File: src/speed_limit_pkg.sv
// Operation
// - The block enters limited-speed operation as soon as the failsafe input or the fieldbus select asks for it.
// - While limited-speed operation runs and its reduction time has run out, the speed magnitude is compared with the active limit.
// - With the ramp link enabled the speed setpoint is clamped below the active threshold, otherwise it passes unchanged.
// - The setpoint limit of limited-speed operation is handed out to the higher-level controller.
// - Software can make that limit the maximum speed of the ramp generator.
// - Brake-ramp supervision can be enabled only without an encoder and never with one.
// - Deselecting limited-speed operation stops both limiting and monitoring.
// - While active, one of four speed levels is applied, and without selection only a single limit exists.
// - Configured without selection, the function is active from reset onward with no select signal.
// - A switch to a higher speed level is monitored against the higher limit at once.
// - The speed monitor has no external select and works exactly when its threshold is above zero.
// - The speed monitor reports when the speed magnitude is below its threshold.
// - The speed monitor output has a hysteresis so it does not toggle near the threshold.
// - A speed monitor violation only changes its status and never starts a stop response.
`default_nettype none
package speed_limit_pkg;
  localparam int CLK_PERIOD_NS  = 100;
  localparam int REDUCE_TIME_US = 100000;
  localparam int REDUCE_CYCLES  = (REDUCE_TIME_US * 1000 + CLK_PERIOD_NS - 1) / CLK_PERIOD_NS;

  localparam int SPEED_W    = 16;
  localparam int NUM_LEVELS = 4;
  localparam int LEVEL_W    = 2;
  localparam int ADDR_W     = 12;

  localparam logic [ADDR_W-1:0] CTRL_OFF       = 12'h000;
  localparam logic [ADDR_W-1:0] LIMIT0_OFF     = 12'h004;
  localparam logic [ADDR_W-1:0] LIMIT_STRIDE   = 12'h004;
  localparam logic [ADDR_W-1:0] MON_LIMIT_OFF  = 12'h014;
  localparam logic [ADDR_W-1:0] MON_HYST_OFF   = 12'h018;
  localparam logic [ADDR_W-1:0] MARGIN_OFF     = 12'h01C;
  localparam logic [ADDR_W-1:0] STATUS_OFF     = 12'h020;
  localparam logic [ADDR_W-1:0] IRQ_STATUS_OFF = 12'h024;
  localparam logic [ADDR_W-1:0] IRQ_MASK_OFF   = 12'h028;

  localparam int CTRL_W         = 4;
  localparam int CTRL_SELECT    = 0;
  localparam int CTRL_RAMP_LINK = 1;
  localparam int CTRL_ENCODER   = 2;
  localparam int CTRL_BRAKE     = 3;
  localparam int CTRL_CLEAR     = 4;
  localparam logic [CTRL_W-1:0] CTRL_RST = 4'h0;

  localparam int ST_ACTIVE = 0;
  localparam int ST_BELOW  = 1;
  localparam int ST_FAULT  = 2;
  localparam int ST_STOP   = 3;
  localparam int ST_LEVEL  = 4;

  localparam int EV_W         = 4;
  localparam int EV_FAULT     = 0;
  localparam int EV_BELOW_SET = 1;
  localparam int EV_BELOW_CLR = 2;
  localparam int EV_ACTIVE    = 3;
  localparam logic [EV_W-1:0] IRQ_MASK_RST = 4'h0;

  localparam logic [SPEED_W-1:0] LIMIT_RST     = 16'h0100;
  localparam logic [SPEED_W-1:0] MON_LIMIT_RST = 16'h0000;
  localparam logic [SPEED_W-1:0] MON_HYST_RST  = 16'h0010;
  localparam logic [SPEED_W-1:0] MARGIN_RST    = 16'h0001;
endpackage
`default_nettype wire

File: src/speed_shaper.sv
`default_nettype none
module speed_shaper
  import speed_limit_pkg::*;
#(
  parameter int W = SPEED_W
) (
  input  wire logic                pclk,
  input  wire logic                presetn,
  input  wire logic signed [W-1:0] speed_actual,
  input  wire logic signed [W-1:0] speed_setpoint,
  input  wire logic                clamp_en,
  input  wire logic        [W-1:0] clamp_lim,
  output logic             [W-1:0] actual_mag,
  output logic signed      [W-1:0] setpoint_out
);
  localparam logic [W-1:0] MAX_POS = {1'b0, {(W-1){1'b1}}};

  function automatic logic [W-1:0] magnitude(input logic [W-1:0] v);
    return v[W-1] ? W'(~v + 1'b1) : v;
  endfunction

  logic [W-1:0] lim_eff;
  assign lim_eff = (clamp_lim > MAX_POS) ? MAX_POS : clamp_lim;

  always_ff @(posedge pclk or negedge presetn) begin
    if (!presetn) begin
      actual_mag <= '0;
    end else begin
      actual_mag <= magnitude(speed_actual);
    end
  end

  // sign is kept so the clamp never turns the drive around
  always_ff @(posedge pclk or negedge presetn) begin
    if (!presetn) begin
      setpoint_out <= '0;
    end else if (clamp_en && magnitude(speed_setpoint) > lim_eff) begin
      setpoint_out <= speed_setpoint[W-1] ? W'(~lim_eff + 1'b1) : lim_eff;
    end else begin
      setpoint_out <= speed_setpoint;
    end
  end
endmodule
`default_nettype wire

File: src/safe_speed_limit_monitor.sv
// Our own choices: the APB register port and the register offsets.
`default_nettype none
module safe_speed_limit_monitor
  import speed_limit_pkg::*;
#(
  parameter int W            = SPEED_W,
  parameter int REDUCE_COUNT = REDUCE_CYCLES
) (
  input  wire logic                pclk,
  input  wire logic                presetn,
  input  wire logic                psel,
  input  wire logic                penable,
  input  wire logic                pwrite,
  input  wire logic [ADDR_W-1:0]   paddr,
  input  wire logic [31:0]         pwdata,
  output logic      [31:0]         prdata,
  output logic                     pready,
  output logic                     pslverr,
  input  wire logic                failsafe_select,
  input  wire logic                bus_select,
  input  wire logic [LEVEL_W-1:0]  speed_level_select,
  input  wire logic signed [W-1:0] speed_actual,
  input  wire logic signed [W-1:0] speed_setpoint,
  output logic signed      [W-1:0] setpoint_limited,
  output logic             [W-1:0] setpoint_limit,
  output logic             [W-1:0] ramp_max_speed,
  output logic                     limited_speed_function,
  output logic      [LEVEL_W-1:0]  active_level,
  output logic                     speed_below_monitor,
  output logic                     limit_fault,
  output logic                     stop_request,
  output logic                     irq
);
  localparam int TW = $clog2(REDUCE_COUNT + 1);
  localparam logic [TW-1:0] GRACE_LOAD = TW'(REDUCE_COUNT);

  if (W < 8 || W > 32 || REDUCE_COUNT < 1) begin : g_check
    $error("speed width must be 8..32 and reduce count at least 1");
  end

  function automatic logic addr_mapped(input logic [ADDR_W-1:0] a);
    logic hit;
    hit = 1'b0;
    for (int i = 0; i < NUM_LEVELS; i++) begin
      if (a == ADDR_W'(LIMIT0_OFF + LIMIT_STRIDE * i)) begin
        hit = 1'b1;
      end
    end
    unique case (a)
      CTRL_OFF, MON_LIMIT_OFF, MON_HYST_OFF, MARGIN_OFF,
      STATUS_OFF, IRQ_STATUS_OFF, IRQ_MASK_OFF: hit = 1'b1;
      default: ;
    endcase
    return hit;
  endfunction

  logic [CTRL_W-1:0]   ctrl;
  logic [W-1:0]        level_limit [NUM_LEVELS];
  logic [W-1:0]        mon_limit;
  logic [W-1:0]        mon_hyst;
  logic [W-1:0]        margin;
  logic [EV_W-1:0]     irq_status;
  logic [EV_W-1:0]     irq_mask;
  logic [EV_W-1:0]     events;
  logic [TW-1:0]       grace;
  logic [W-1:0]        start_mag;
  logic [W-1:0]        actual_mag;
  logic [W-1:0]        cur_limit;
  logic [W-1:0]        clamp_lim;
  logic [W-1:0]        low_thr;
  logic [LEVEL_W-1:0]  cur_level;
  logic [LEVEL_W-1:0]  next_level;
  logic [31:0]         rd_mux;
  logic                next_active;
  logic                next_below;
  logic                load_grace;
  logic                excess;
  logic                brake_ramp_check;
  logic                brake_viol;
  logic                mon_on;
  logic                setup;
  logic                wr_en;
  logic                fault_clear;
  logic                sel_mode;
  logic                ramp_link;
  logic                clamp_en;

  assign setup       = psel & ~penable;
  assign wr_en       = psel & penable & pready & pwrite;
  assign fault_clear = wr_en && paddr == CTRL_OFF && pwdata[CTRL_CLEAR];
  assign sel_mode    = ctrl[CTRL_SELECT];
  assign ramp_link   = ctrl[CTRL_RAMP_LINK];
  assign clamp_en    = limited_speed_function & ramp_link;

  // apb: zero wait state, answer registered in the setup cycle
  always_ff @(posedge pclk or negedge presetn) begin
    if (!presetn) begin
      pready  <= 1'b0;
      pslverr <= 1'b0;
      prdata  <= '0;
    end else begin
      pready  <= setup;
      pslverr <= setup & ~addr_mapped(paddr);
      if (setup) begin
        prdata <= (pwrite || !addr_mapped(paddr)) ? 32'h0000_0000 : rd_mux;
      end
    end
  end

  always_comb begin
    rd_mux = '0;
    unique case (paddr)
      CTRL_OFF:       rd_mux = 32'(ctrl);
      MON_LIMIT_OFF:  rd_mux = 32'(mon_limit);
      MON_HYST_OFF:   rd_mux = 32'(mon_hyst);
      MARGIN_OFF:     rd_mux = 32'(margin);
      STATUS_OFF:     rd_mux = 32'({cur_level, stop_request, limit_fault,
                                    speed_below_monitor, limited_speed_function});
      IRQ_STATUS_OFF: rd_mux = 32'(irq_status);
      IRQ_MASK_OFF:   rd_mux = 32'(irq_mask);
      default: ;
    endcase
    for (int i = 0; i < NUM_LEVELS; i++) begin
      if (paddr == ADDR_W'(LIMIT0_OFF + LIMIT_STRIDE * i)) begin
        rd_mux = 32'(level_limit[i]);
      end
    end
  end

  always_ff @(posedge pclk or negedge presetn) begin
    if (!presetn) begin
      ctrl      <= CTRL_RST;
      mon_limit <= MON_LIMIT_RST;
      mon_hyst  <= MON_HYST_RST;
      margin    <= MARGIN_RST;
      irq_mask  <= IRQ_MASK_RST;
    end else if (wr_en) begin
      unique case (paddr)
        CTRL_OFF:      ctrl      <= pwdata[CTRL_W-1:0];
        MON_LIMIT_OFF: mon_limit <= pwdata[W-1:0];
        MON_HYST_OFF:  mon_hyst  <= pwdata[W-1:0];
        MARGIN_OFF:    margin    <= pwdata[W-1:0];
        IRQ_MASK_OFF:  irq_mask  <= pwdata[EV_W-1:0];
        default: ;
      endcase
    end
  end

  always_ff @(posedge pclk or negedge presetn) begin
    if (!presetn) begin
      for (int i = 0; i < NUM_LEVELS; i++) begin
        level_limit[i] <= LIMIT_RST;
      end
    end else begin
      for (int i = 0; i < NUM_LEVELS; i++) begin
        if (wr_en && paddr == ADDR_W'(LIMIT0_OFF + LIMIT_STRIDE * i)) begin
          level_limit[i] <= pwdata[W-1:0];
        end
      end
    end
  end

  // selection: without selection the function is always on, level 0 only
  assign next_active = sel_mode ? (failsafe_select | bus_select) : 1'b1;
  assign next_level  = sel_mode ? speed_level_select : '0;
  assign cur_limit   = level_limit[cur_level];
  // only a fresh start or a lower limit gets reduction time; a higher one applies at once
  assign load_grace  = next_active &&
                       (!limited_speed_function || level_limit[next_level] < cur_limit);

  always_ff @(posedge pclk or negedge presetn) begin
    if (!presetn) begin
      limited_speed_function <= 1'b0;
      cur_level              <= '0;
    end else begin
      limited_speed_function <= next_active;
      cur_level              <= next_active ? next_level : '0;
    end
  end

  always_ff @(posedge pclk or negedge presetn) begin
    if (!presetn) begin
      grace     <= '0;
      start_mag <= '0;
    end else if (!next_active) begin
      grace <= '0;
    end else if (load_grace) begin
      grace     <= GRACE_LOAD;
      start_mag <= actual_mag;
    end else if (grace != '0) begin
      grace <= grace - 1'b1;
    end
  end

  // brake supervision only makes sense on the open-loop speed estimate
  assign brake_ramp_check = ctrl[CTRL_BRAKE] & ~ctrl[CTRL_ENCODER];
  assign brake_viol = limited_speed_function && grace != '0 && brake_ramp_check &&
                      actual_mag > start_mag;
  assign excess     = limited_speed_function && grace == '0 && actual_mag > cur_limit;

  // stop is latched until software clears it; a new violation wins over the clear
  always_ff @(posedge pclk or negedge presetn) begin
    if (!presetn) begin
      limit_fault  <= 1'b0;
      stop_request <= 1'b0;
    end else begin
      limit_fault  <= excess | brake_viol;
      stop_request <= excess | brake_viol | (stop_request & ~fault_clear);
    end
  end

  // speed monitor: independent of selection and of the stop path
  assign mon_on  = mon_limit != '0;
  assign low_thr = (mon_hyst >= mon_limit) ? '0 : W'(mon_limit - mon_hyst);

  always_comb begin
    next_below = speed_below_monitor;
    if (!mon_on) begin
      next_below = 1'b0;
    end else if (actual_mag < low_thr) begin
      next_below = 1'b1;
    end else if (actual_mag > mon_limit) begin
      next_below = 1'b0;
    end
  end

  always_ff @(posedge pclk or negedge presetn) begin
    if (!presetn) begin
      speed_below_monitor <= 1'b0;
    end else begin
      speed_below_monitor <= next_below;
    end
  end

  // a margin of zero is taken as one so the clamp never sits on the trip point
  assign clamp_lim = (cur_limit > margin) ?
                     W'(cur_limit - margin - W'(margin == '0)) : '0;

  always_ff @(posedge pclk or negedge presetn) begin
    if (!presetn) begin
      setpoint_limit <= '0;
      ramp_max_speed <= '1;
      active_level   <= '0;
    end else begin
      setpoint_limit <= limited_speed_function ? clamp_lim : '0;
      ramp_max_speed <= clamp_en ? clamp_lim : '1;
      active_level   <= cur_level;
    end
  end

  speed_shaper #(
    .W (W)
  ) u_shaper (
    .pclk           (pclk),
    .presetn        (presetn),
    .speed_actual   (speed_actual),
    .speed_setpoint (speed_setpoint),
    .clamp_en       (clamp_en),
    .clamp_lim      (clamp_lim),
    .actual_mag     (actual_mag),
    .setpoint_out   (setpoint_limited)
  );

  always_comb begin
    events               = '0;
    events[EV_FAULT]     = (excess | brake_viol) & ~limit_fault;
    events[EV_BELOW_SET] = next_below & ~speed_below_monitor;
    events[EV_BELOW_CLR] = ~next_below & speed_below_monitor;
    events[EV_ACTIVE]    = next_active ^ limited_speed_function;
  end

  always_ff @(posedge pclk or negedge presetn) begin
    if (!presetn) begin
      irq_status <= '0;
      irq        <= 1'b0;
    end else begin
      if (wr_en && paddr == IRQ_STATUS_OFF) begin
        irq_status <= (irq_status & ~pwdata[EV_W-1:0]) | events;
      end else begin
        irq_status <= irq_status | events;
      end
      irq <= |(irq_status & irq_mask);
    end
  end
endmodule
`default_nettype wire

File: config.mk
export PLATFORM = sky130hd
export DESIGN_NAME = safe_speed_limit_monitor
export DESIGN_NICKNAME = d
export VERILOG_FILES = /design/src/speed_limit_pkg.sv /design/src/speed_shaper.sv /design/src/safe_speed_limit_monitor.sv
export SDC_FILE = /design/constraint.sdc
export NUM_CORES = 1
export LEC_CHECK = 0
export CORE_MARGIN = 2
export CORE_UTILIZATION = 38
export CTS_CLUSTER_SIZE = 8
export DETAILED_ROUTE_END_ITERATION = 16
export DONT_BUFFER_PORTS = 1
export GPL_TIMING_DRIVEN = 0
export MAX_ROUTING_LAYER = met4
export PLACE_DENSITY = 0.57
export SETUP_SLACK_MARGIN = 0.4
export SLEW_MARGIN = 0
export SYNTH_ARGS = -nofsm -noshare
export SYNTH_HDL_FRONTEND = slang
export SYNTH_HIERARCHICAL = 1
export SYNTH_SLANG_ARGS = --single-unit
File: constraint.sdc
create_clock -name pclk -period 10.21 [get_ports pclk]
set_input_delay 2.5525 -clock pclk [delete_from_list [all_inputs] [get_ports pclk]]
set_output_delay 2.5525 -clock pclk [all_outputs]
set_load 0.05 [all_outputs]
-- Word-level counts from Yosys, hierarchy flattened
Index checks and enable logic that the tools add are counted.
- add/sub/neg operators: 7
- order comparisons: 11
- equality and inequality tests: 11
- mux-type cells: 37
- bitwise operators: 32
- reductions and logical operators: 31
- operators by type and width (cell ; number):
    two-way mux 16 bit ; 13
    two-way mux 32 bit ; 5
    case mux 16 bit (7 select lines) ; 1
    greater-than comparator 16 bit ; 5
    binary-select mux 16 bit (select 2 bit) ; 2
    two-way mux 20 bit ; 3
    adder 16 x 1 -> 16 bit (second input constant) ; 3
    equality test 12 x 5 -> 1 bit (second input constant) ; 4
    NOT 16 bit ; 3
    equality test 12 x 6 -> 1 bit (second input constant) ; 3
    < comparator 16 bit ; 2
    subtractor 16 bit ; 2
    equality test 12 x 4 -> 1 bit (second input constant) ; 2
    zero test 20 bit ; 1
    nonzero test 20 bit ; 1
    subtractor 20 x 1 -> 20 bit (second input constant) ; 1
    >= comparator 16 bit ; 1
    greater-than comparator 16 x 15 -> 1 bit (second input constant) ; 1
    zero test 16 bit ; 1
    nonzero test 16 bit ; 1
    subtractor 16 x 1 -> 16 bit ; 1
    logical AND 1 bit ; 14
    equality test 12 x 3 -> 1 bit (second input constant) ; 1
    zero test 12 bit ; 1
    18 further kinds ; 57
- register bits: 267
- input port bits: 85
- logic and storage cells: 155

-- Depth between registers and ports, before layout
Gate-level depths: netlist (run 1).
- depth in word-level cells: 13
- depth in mapped cells: 27

-- Cells and area by module
Netlist (run 1), hierarchy kept.
- modules (own cells, without submodules) (module ; times used ; cells an instance ; area each (sq um) ; seq. area each (sq um)):
    safe_speed_limit_monitor ; 1 ; 1504 ; 14696.6 ; 5507.8
    speed_shaper ; 1 ; 246 ; 2351.0 ; 800.8

-- Worst setup path after synthesis (run 1)
No wires, ideal clock.
- path type: reg-to-reg
- from: register cur_level[0]
- to: register u_shaper.setpoint_out[10]
- arrival: 5.992 ns
- data required time: 10.082 ns
- setup slack: 4.090 ns
- stages on the path, launching flop included: 26
- buffers on the path: 6
- clock period less this slack: 6.120 ns
- cells stage by stage: dfrtp_1 -> buf_6 -> buf_1 -> mux4_2 -> ha_1 -> inv_1 -> ha_1 -> a21o_1 -> a211o_1 -> o21ai_0 -> o21bai_1 -> o31ai_2 -> xnor2_1 -> nor2_1 -> clkbuf_1 -> clkbuf_1 -> clkbuf_1 -> nor2_1 -> ha_1 -> a41o_1 -> a21oi_1 -> o221ai_1 -> a31oi_1 -> a211oi_4 -> buf_4 -> mux2_1
- word-level cells in the longest chain between the ends: 13
- elaborated cells between the ends (all ways): 16
- classes of those cells: 3 x add/sub; 3 x order compare; 7 x mux; 2 x bitwise; 1 x reduce/logical
- ends and longest elaborated chain (what ; line ; source):
    start, declared ; safe_speed_limit_monitor.sv:71 ; logic [LEVEL_W-1:0] cur_level;
    start signal, assigned ; safe_speed_limit_monitor.sv:177 ; cur_level <= next_active ? next_level : '0;
    NOT 2 -> 3 bit (not written as such) (*) ; safe_speed_limit_monitor.sv:166 ; assign cur_limit = level_limit[cur_level];
    binary-select mux 16 bit (select 2 bit) (*) ; safe_speed_limit_monitor.sv:166 ;
    two-way mux 16 bit (not written as such) (*) (2 in a row) ; safe_speed_limit_monitor.sv:166 ;
    subtractor 16 bit ; safe_speed_limit_monitor.sv:237 ; W'(cur_limit - margin - W'(margin == '0)) : '0;
    subtractor 16 x 1 -> 16 bit ; safe_speed_limit_monitor.sv:237 ;
    two-way mux 16 bit (*) ; safe_speed_limit_monitor.sv:236 ; assign clamp_lim = (cur_limit > margin) ?
    net clamp_lim[15] ; safe_speed_limit_monitor.sv:69 ; logic [W-1:0] clamp_lim;
    greater-than comparator 16 x 15 -> 1 bit ; speed_shaper.sv:23 ; assign lim_eff = (clamp_lim > MAX_POS) ? MAX_POS : clamp_lim;
    two-way mux 16 bit (*) ; speed_shaper.sv:23 ;
    NOT 16 bit ; speed_shaper.sv:38 ; setpoint_out <= speed_setpoint[W-1] ? W'(~lim_eff + 1'b1) : lim_eff;
    adder 16 x 1 -> 16 bit ; speed_shaper.sv:38 ;
    two-way mux 16 bit ; speed_shaper.sv:38 ;
    two-way mux 16 bit (*) ; speed_shaper.sv:37 ; end else if (clamp_en && magnitude(speed_setpoint) > lim_eff) begin
    end signal, assigned ; speed_shaper.sv:38 ;
    end signal, assigned ; speed_shaper.sv:40 ; setpoint_out <= speed_setpoint;
    end, declared ; speed_shaper.sv:14 ; output logic signed [W-1:0] setpoint_out
Mark *: on every way through the listed nets, which the timed path passes. The rest lies on a longest branch. The select of a mux whose other input is x is not followed.
A chain may end at the register's enable or synchronous reset.

-- Final worst setup path (run 1)
- from: register cur_level[0]
- to: register u_shaper.setpoint_out[7]
The elaborated chain is that of the path after synthesis.

==> results.tsv, run 1 <==
metric	value	unit
Final nets	2046	
die width	215.8	µm
crit path DAT	7.98	ns
Placer Congestion	0.9410	
most common cell in the synthesized netlist	dfrtp_1	
period utilization	0.7418	
final slew viol count	0	
final instance area	18920	µm²
CTS tree	yes	
Max FO, Critical Path	10	
ys flop type	dfrtp_1	
Yosys top cell area share	0.3361	
Async SR Flop Fraction	1.000	
Worst path max stage delay	0.73	ns
run status	finished, final reports clean	
fmax	0.1320	GHz
Post-Place Cell Area	17840	µm²
Die Area	46570	µm²
Worst Tran Pin Value	1.077	ns
register area share after synthesis	0.3701	
Finished Core Util	0.4279	
clock slew at reported path FFs	0.05	ns
Critical Path, Cell by Cell	buf_6 -> buf_1 -> mux4_2 -> ha_1 -> o211ai_1 -> a2111oi_0 -> a211oi_1 -> nand2b_1 -> clkbuf_1 -> clkbuf_1 -> nor2_1 -> clkbuf_1 -> clkbuf_1 -> clkbuf_1 -> nor2_1 -> ha_1 -> a41o_1 -> a21oi_1 -> o221ai_1 -> a31oi_1 -> a211oi_4 -> buf_4 -> mux2_1	
root buf cell	clkbuf_16	
Routed Antenna Nets	0	
hold_buf cts	0	
H-tree Lvls	2	
Post-CTS Resized	0	
DR iter-0 viols	1005	
Row Count	77	
Final Hold Viols	0	
Worst VDD drop	0.09368	mV
largest net degree at the start of global routing	252	
Ports	174	
crit start category	flip-flop	
P&R area growth vs syn	10.99	%
Crit. End Element	flip-flop	
min cycle time layout	7.574	ns
Initial Util	0.3855	
hold crit path type	reg2reg	
Synth area leaders	dfrtp_1 34%, ha_1 11%, mux2_2 7.6%, nand2_1 3.5%, dfstp_2 3.4%	
Worst Setup Path Type	reg2reg	
Worst-Skew Late Latency	0.55	ns
Critical-path top delay cell	buf_1	
CTS Buf Count	38	
grt total ovfl	0	
Core Box Area	44220	µm²
routed len/inst	22.19	µm
RSZ-0062 raised after global routing	false	
antenna violations before repair	0	
top post-synthesis cells by count	229 x dfrtp_1, 157 x nand2_1, 153 x ha_1, 133 x inv_1, 115 x mux2_2	
max_cap viols	0	
Crit path top cell by count	clkbuf_1	
leakage power figure	8.487	nW
PwrDens	132.6	nW/µm²
share of layout cells above drive strength 1	0.1386	
count of cell types in the netlist	82	
global-route wire length before repair	82100	µm
via/cell ratio	5.697	
Vias	13770	
overall fraction of global-route tracks in use	0.2364	
CTS max path bufs	3	
port buffer count	0	
Post-Syn Area	17050	µm²
Post-DP HPWL	40660	µm
Avg Cell Area, Syn	9.741	µm²
Sink Count	251	
vias in the first global route	13530	
synthesized instance count	1750	
diode count	0	
Remaining DRCs	0	
slew margin rel.	0.2762	
final setup vio count	0	
EDFF count, synth	0	
Die H	215.8	µm
Warnings, synthesis	6	
area leader, netlist	dfrtp_1	
setup TNS	0	ns
FF+latch count, synth	251	
DR pass1 iterations	7	
clock skew	0.02299	ns
postcts setup bufs	0	
CP Data Required Time	10.62	ns
Total Wirelength	53630	µm
==> cell type report <==
type	instances	area, µm²
Buffer	84	415.4
Clock buffer	58	1056
Clock inverter	2	21.27
Fill cell	4326	25300
Inverter	133	499.2
Multi-Input combinational cell	1297	9881
Sequential cell	251	6309
Tap cell	592	740.7
==> sequential cells by signal, indices dropped and copies added, names as in the netlist, 4 cells and up <==
name and flops:
ramp_max_speed 16, irq_mask 4, mon_limit 16, level_limit 64, margin 16, mon_hyst 16, grace 20, ctrl 4
u_shaper/actual_mag 16, prdata 16, start_mag 16, u_shaper/setpoint_out 16, setpoint_limit 16, irq_status 4
==> worst paths after layout <==
| path | slack, ns | depth (start not counted) | end | from |
|---|---|---|---|---|
| hold reg to reg | 0.38 | 0 | active_level[1] | cur_level[1] |
| setup reg to reg | 2.64 | 23 | u_shaper/setpoint_out[7] | cur_level[0] |
| setup / recovery | 2.64 | 23 | u_shaper/setpoint_out[7] | cur_level[0] |
| hold / removal | 0.38 | 0 | active_level[1] | cur_level[1] |
| max in group asynchronous | 7.70 | 0 | margin[11] | presetn |
| min in group asynchronous | 1.70 | 0 | u_shaper/actual_mag[13] | presetn |
==> report_power, final <==
group,internal (W),leakage (nW),switching [W]
combinational,0.000106,4.75,0.000129
clock,0.000703,0.521,0.000469
sequential,0.00104,3.21,0.0000635
total,0.00185,8.49,0.000661
==> metrics by stage <==
step                      hold slack, ns  total power [W]  cells  setup WS, ns
final                             0.3754         0.002509   2417         2.636
after global routing              0.4005         0.002610   2417         2.072
after CTS                         0.3824         0.002536   2417         2.634
after detailed placement          0.3677         0.001349   2357         2.696
after global placement            0.3580         0.001342   2357         2.845
after floorplan                   0.3487         0.001287   1765         4.090
==> cell usage in the layout, fill, tap and decap left out, drive strengths merged, types with 26 or more instances in the layout <==
cell      n
a211oi   26
a21o     30
a21oi    66
buf      34
clkbuf  108
dfrtp   229
ha      153
inv     133
mux2    136
mux2i    36
nand2   159
nor2    113
nor2b    29
nor3     34
nor4     28
o21ai    99
xnor2    50
==> layer usage <==
layer  part of all wire  routed length [µm]  GRT usage  up-vias
met1               0.46               24570     0.3148     6837
li1                   -                   -          -     6405
met3              0.066                3564    0.04764       88
met5                  0                   0          -        -
met4              0.027                1445    0.07494        0
met2               0.45               24060     0.3613      439
==> worst max-delay path: cells and delay by family (launching register included) <==
kind	cells	cell delay [ns]
buf+inv	8	2.79
compound gates	8	1.93
mux	2	1.02
fa+ha+maj	2	0.75
simple gates	3	0.57
flops	1	0.37
==> cells by family (layout without fill, tap and decap cells) <==
logic type / count (synthesis) / in the layout / share of synthesized area
flops: 251 / 251 / 0.3701
buf+inv: 217 / 277 / 0.05365
compound gates: 366 / 366 / 0.1421
simple gates: 495 / 495 / 0.1438
xor+xnor: 75 / 75 / 0.03941
other cells: 2 / 17 / 0.0004405
mux: 188 / 188 / 0.1348
fa+ha+maj: 156 / 156 / 0.1158
Note: power is estimated with default switching activity, not from simulation.
==> run 2, diff against run 1 <==
- ABC_AREA: default -> 1
- clock period: 10.21 -> 7.4 ns (I/O delays scaled with it)
==> results.tsv, run 2 <==
metric	value	unit
count of cell types in the netlist	58	
Row Count	77	
Post-DP HPWL	44020	µm
most common cell in the synthesized netlist	nand2_1	
DR iter-0 viols	1234	
Worst Path Buf+Inv	8	
P&R area growth vs syn	11.36	%
Avg Cell Area, Syn	7.605	µm²
commonest non-fill, non-tap cells in the layout	506 x nand2_1, 309 x inv_1, 242 x o21ai_0, 229 x dfrtp_1, 153 x ha_1	
DR pass1 iterations	5	
vias in the first global route	15010	
run status	finished, final reports clean	
M1 GR Usage	0.3223	
hold crit path type	reg2reg	
Final nets	2559	
Worst path max stage delay	0.72	ns
period utilization	0.8826	
final setup vio count	0	
reg2reg setup slack	0.87	ns
Initial Util	0.3875	
Die Area	47000	µm²
Max FO, Critical Path	10	
Worst Tran Pin Value	1.114	ns
Top delay family on crit path	buffers and inverters	
sequential power share	0.425	
Critical Path, Cell by Cell	inv_2 -> clkbuf_1 -> clkbuf_1 -> a21oi_1 -> a32oi_1 -> inv_1 -> ha_1 -> nand4_1 -> nor4_1 -> a211o_1 -> nand2_1 -> inv_1 -> nand2_1 -> nor2_2 -> buf_6 -> buf_6 -> nor2_1 -> ha_1 -> nand4_1 -> nor3_1 -> a41oi_4 -> buf_2 -> nand3_1 -> nand2_1	
port buffer count	0	
Total Wirelength	56450	µm
fmax	0.1531	GHz
FF+latch count, synth	251	
grt total ovfl	0	
Final Hold Viols	0	
PwrDens	186.8	nW/µm²
Post-Syn Area	17210	µm²
RSZ-0062 raised after global routing	false	
Comb pwr share	0.111	
Final Total Pwr	0.003581	W
Warnings, synthesis	6	
commonest non-fill, non-tap cell in the layout	nand2_1	
max reg flops	64	
global-route wire length before repair	87420	µm
min-delay src	start_mag[2]	
largest net degree at the start of global routing	252	
Die H	216.8	µm
met3 Use GR	0.04640	
final std cells w/o fill	2937	
top post-synthesis cells by count	506 x nand2_1, 309 x inv_1, 242 x o21ai_0, 229 x dfrtp_1, 153 x ha_1	
clock skew	0.03944	ns
Biggest register	level_limit	
overall fraction of global-route tracks in use	0.2469	
max_cap viols	0	
WHS Endpoint	start_mag[2]	
crit path DAT	6.96	ns
register area share after synthesis	0.3666	
RR Endpoint	u_shaper/setpoint_out[4]	
EDFF count, synth	0	
ys flop type	dfrtp_1	
FF/Latch Area	6309	µm²
switching power	0.0009829	W
root buf cell	clkbuf_16	
crit path launch	cur_level[0]	
internal power	0.002598	W
busiest grt layer	met2	
area leader, netlist	dfrtp_1	
Synth area leaders	dfrtp_1 33%, ha_1 11%, nand2_1 11%, o21ai_0 7.0%, inv_1 6.7%	
setup TNS	0	ns
Worst Slack Setup Final	0.8690	ns
H-tree Lvls	2	
synthesized instance count	2263	
Worst Setup Path Type	reg2reg	
Sw Ratio	0.2745	
crit start category	flip-flop	
routed len/inst	19.22	µm
leakage power figure	9.500	nW
Async SR Flop Fraction	1.000	
postcts setup bufs	0	
die width	216.8	µm
antenna violations before repair	0	
WHS Path Cells	2	
Crit. End Element	flip-flop	
CTS max path bufs	3	
CP Data Required Time	7.83	ns
final slew viol count	0	
diode count	0	
slew margin rel.	0.2546	
Placer Congestion	0.9640	
placed cell count	2870	
worst-case hold slack	0.4704	ns
worst r2r src	cur_level[0]	
CTS tree	yes	
Setup WS pre-CTS	0.7731	ns
Critical-path top delay cell	a32oi_1	
clock slew at reported path FFs	0.05	ns
area of the multi-input gates	9323	µm²
Worst Reg-to-Reg Cells	24	
Layout fillers	4617	
Ports	174	
min cycle time layout	6.531	ns
CTS Buf Count	38	
Crit path top cell by count	nand2_1	
Worst-Skew Late Latency	0.57	ns
met2 Resource Use GR	0.3872	
share of layout cells above drive strength 1	0.07846	
biggest regs	level_limit (64), grace (20)	
Worst VDD drop	0.1204	mV
Remaining DRCs	0	
via/cell ratio	5.337	
Vias	15670	
Sink Count	251	
Core Box Area	44410	µm²
Clock power frac	0.465	
Yosys top cell area share	0.3330	
Routed Antenna Nets	0	
-- run 2: cell types whose count changed after synthesis, moves of 35 or more --
cell     delta
a21oi_1    +54
inv_1     +176
mux2_2    -115
mux2i_1    -36
nand2_1   +349
nand3_1    +62
nor2_1     +35
o21ai_0   +146
-- run 2: worst register-to-register path: stages (launching register included) --
cell,delay [ns]
dfrtp_1,0.51
inv_2,0.17
clkbuf_1,0.39
clkbuf_1,0.48
a21oi_1,0.16
a32oi_1,0.72
inv_1,0.11
ha_1,0.36
nand4_1,0.14
nor4_1,0.33
a211o_1,0.19
nand2_1,0.22
inv_1,0.25
nand2_1,0.09
nor2_2,0.18
buf_6,0.19
buf_6,0.20
nor2_1,0.11
ha_1,0.30
nand4_1,0.14
nor3_1,0.47
a41oi_4,0.29
buf_2,0.27
nand3_1,0.12
nand2_1,0.06
-- run 2: logic make-up after synthesis --
logic type | synth area share
AO/OA/AOI/OAI | 0.1614
XOR/XNOR | 0.03410
other | 0.0004364
flip-flops | 0.3666
adder cells (fa/ha/maj) | 0.1147
buffers and inverters | 0.09670
AND/OR/NAND/NOR | 0.2260
-- run 2: repair_timing --
action,in CTS,in global routing
hold buffers,0,0
resized for setup,0,4
endpoints found under the setup margin,0,11
-- run 2: area by class of cell --
class                           instances  area share
Inverter                              323     0.06327
Sequential cell                       251      0.3292
Multi-Input combinational cell       1617      0.4865
Buffer                                 87     0.02357
Clock buffer                           65     0.05811
Tap cell                              592     0.03865
Clock inverter                          2   0.0007182
-- run 2: layer usage --
metal | up-vias | routed length [µm]
li1 | 7552 | -
met1 | 7568 | 25440
met2 | 451 | 25870
met3 | 103 | 3448
met4 | 0 | 1692
met5 | - | 0
-- run 2: metrics by stage --
step                      utilization  area (µm²)
after floorplan                     -       17270
after global placement         0.4054       18010
after detailed placement       0.4054       18010
after CTS                      0.4308       19130
after global routing           0.4315       19160
final                          0.4315       19160
-- run 2: power groups by stage --
stage	Clock [W]	Sequential, W	Combinational [W]
finish	0.00166	0.00152	0.000397
global route	0.00176	0.00153	0.000458
CTS	0.00170	0.00152	0.000396
detailed placement	0	0.00154	0.000396
global placement	0	0.00154	0.000379
floorplan	0	0.00152	0.000316
-- run 2: worst max-delay path by stage --
| stage | endpoint | slack (ns) | cells past startpoint |
|---|---|---|---|
| after CTS | u_shaper/setpoint_out[4] | 0.77 | 27 |
| after floorplan | u_shaper/setpoint_out[10] | 2.57 | 27 |
| after global placement | u_shaper/setpoint_out[4] | 0.77 | 27 |
| after global routing | u_shaper/setpoint_out[12] | 0.40 | 27 |
| final | u_shaper/setpoint_out[4] | 0.87 | 24 |
| after detailed placement | u_shaper/setpoint_out[4] | 0.77 | 27 |
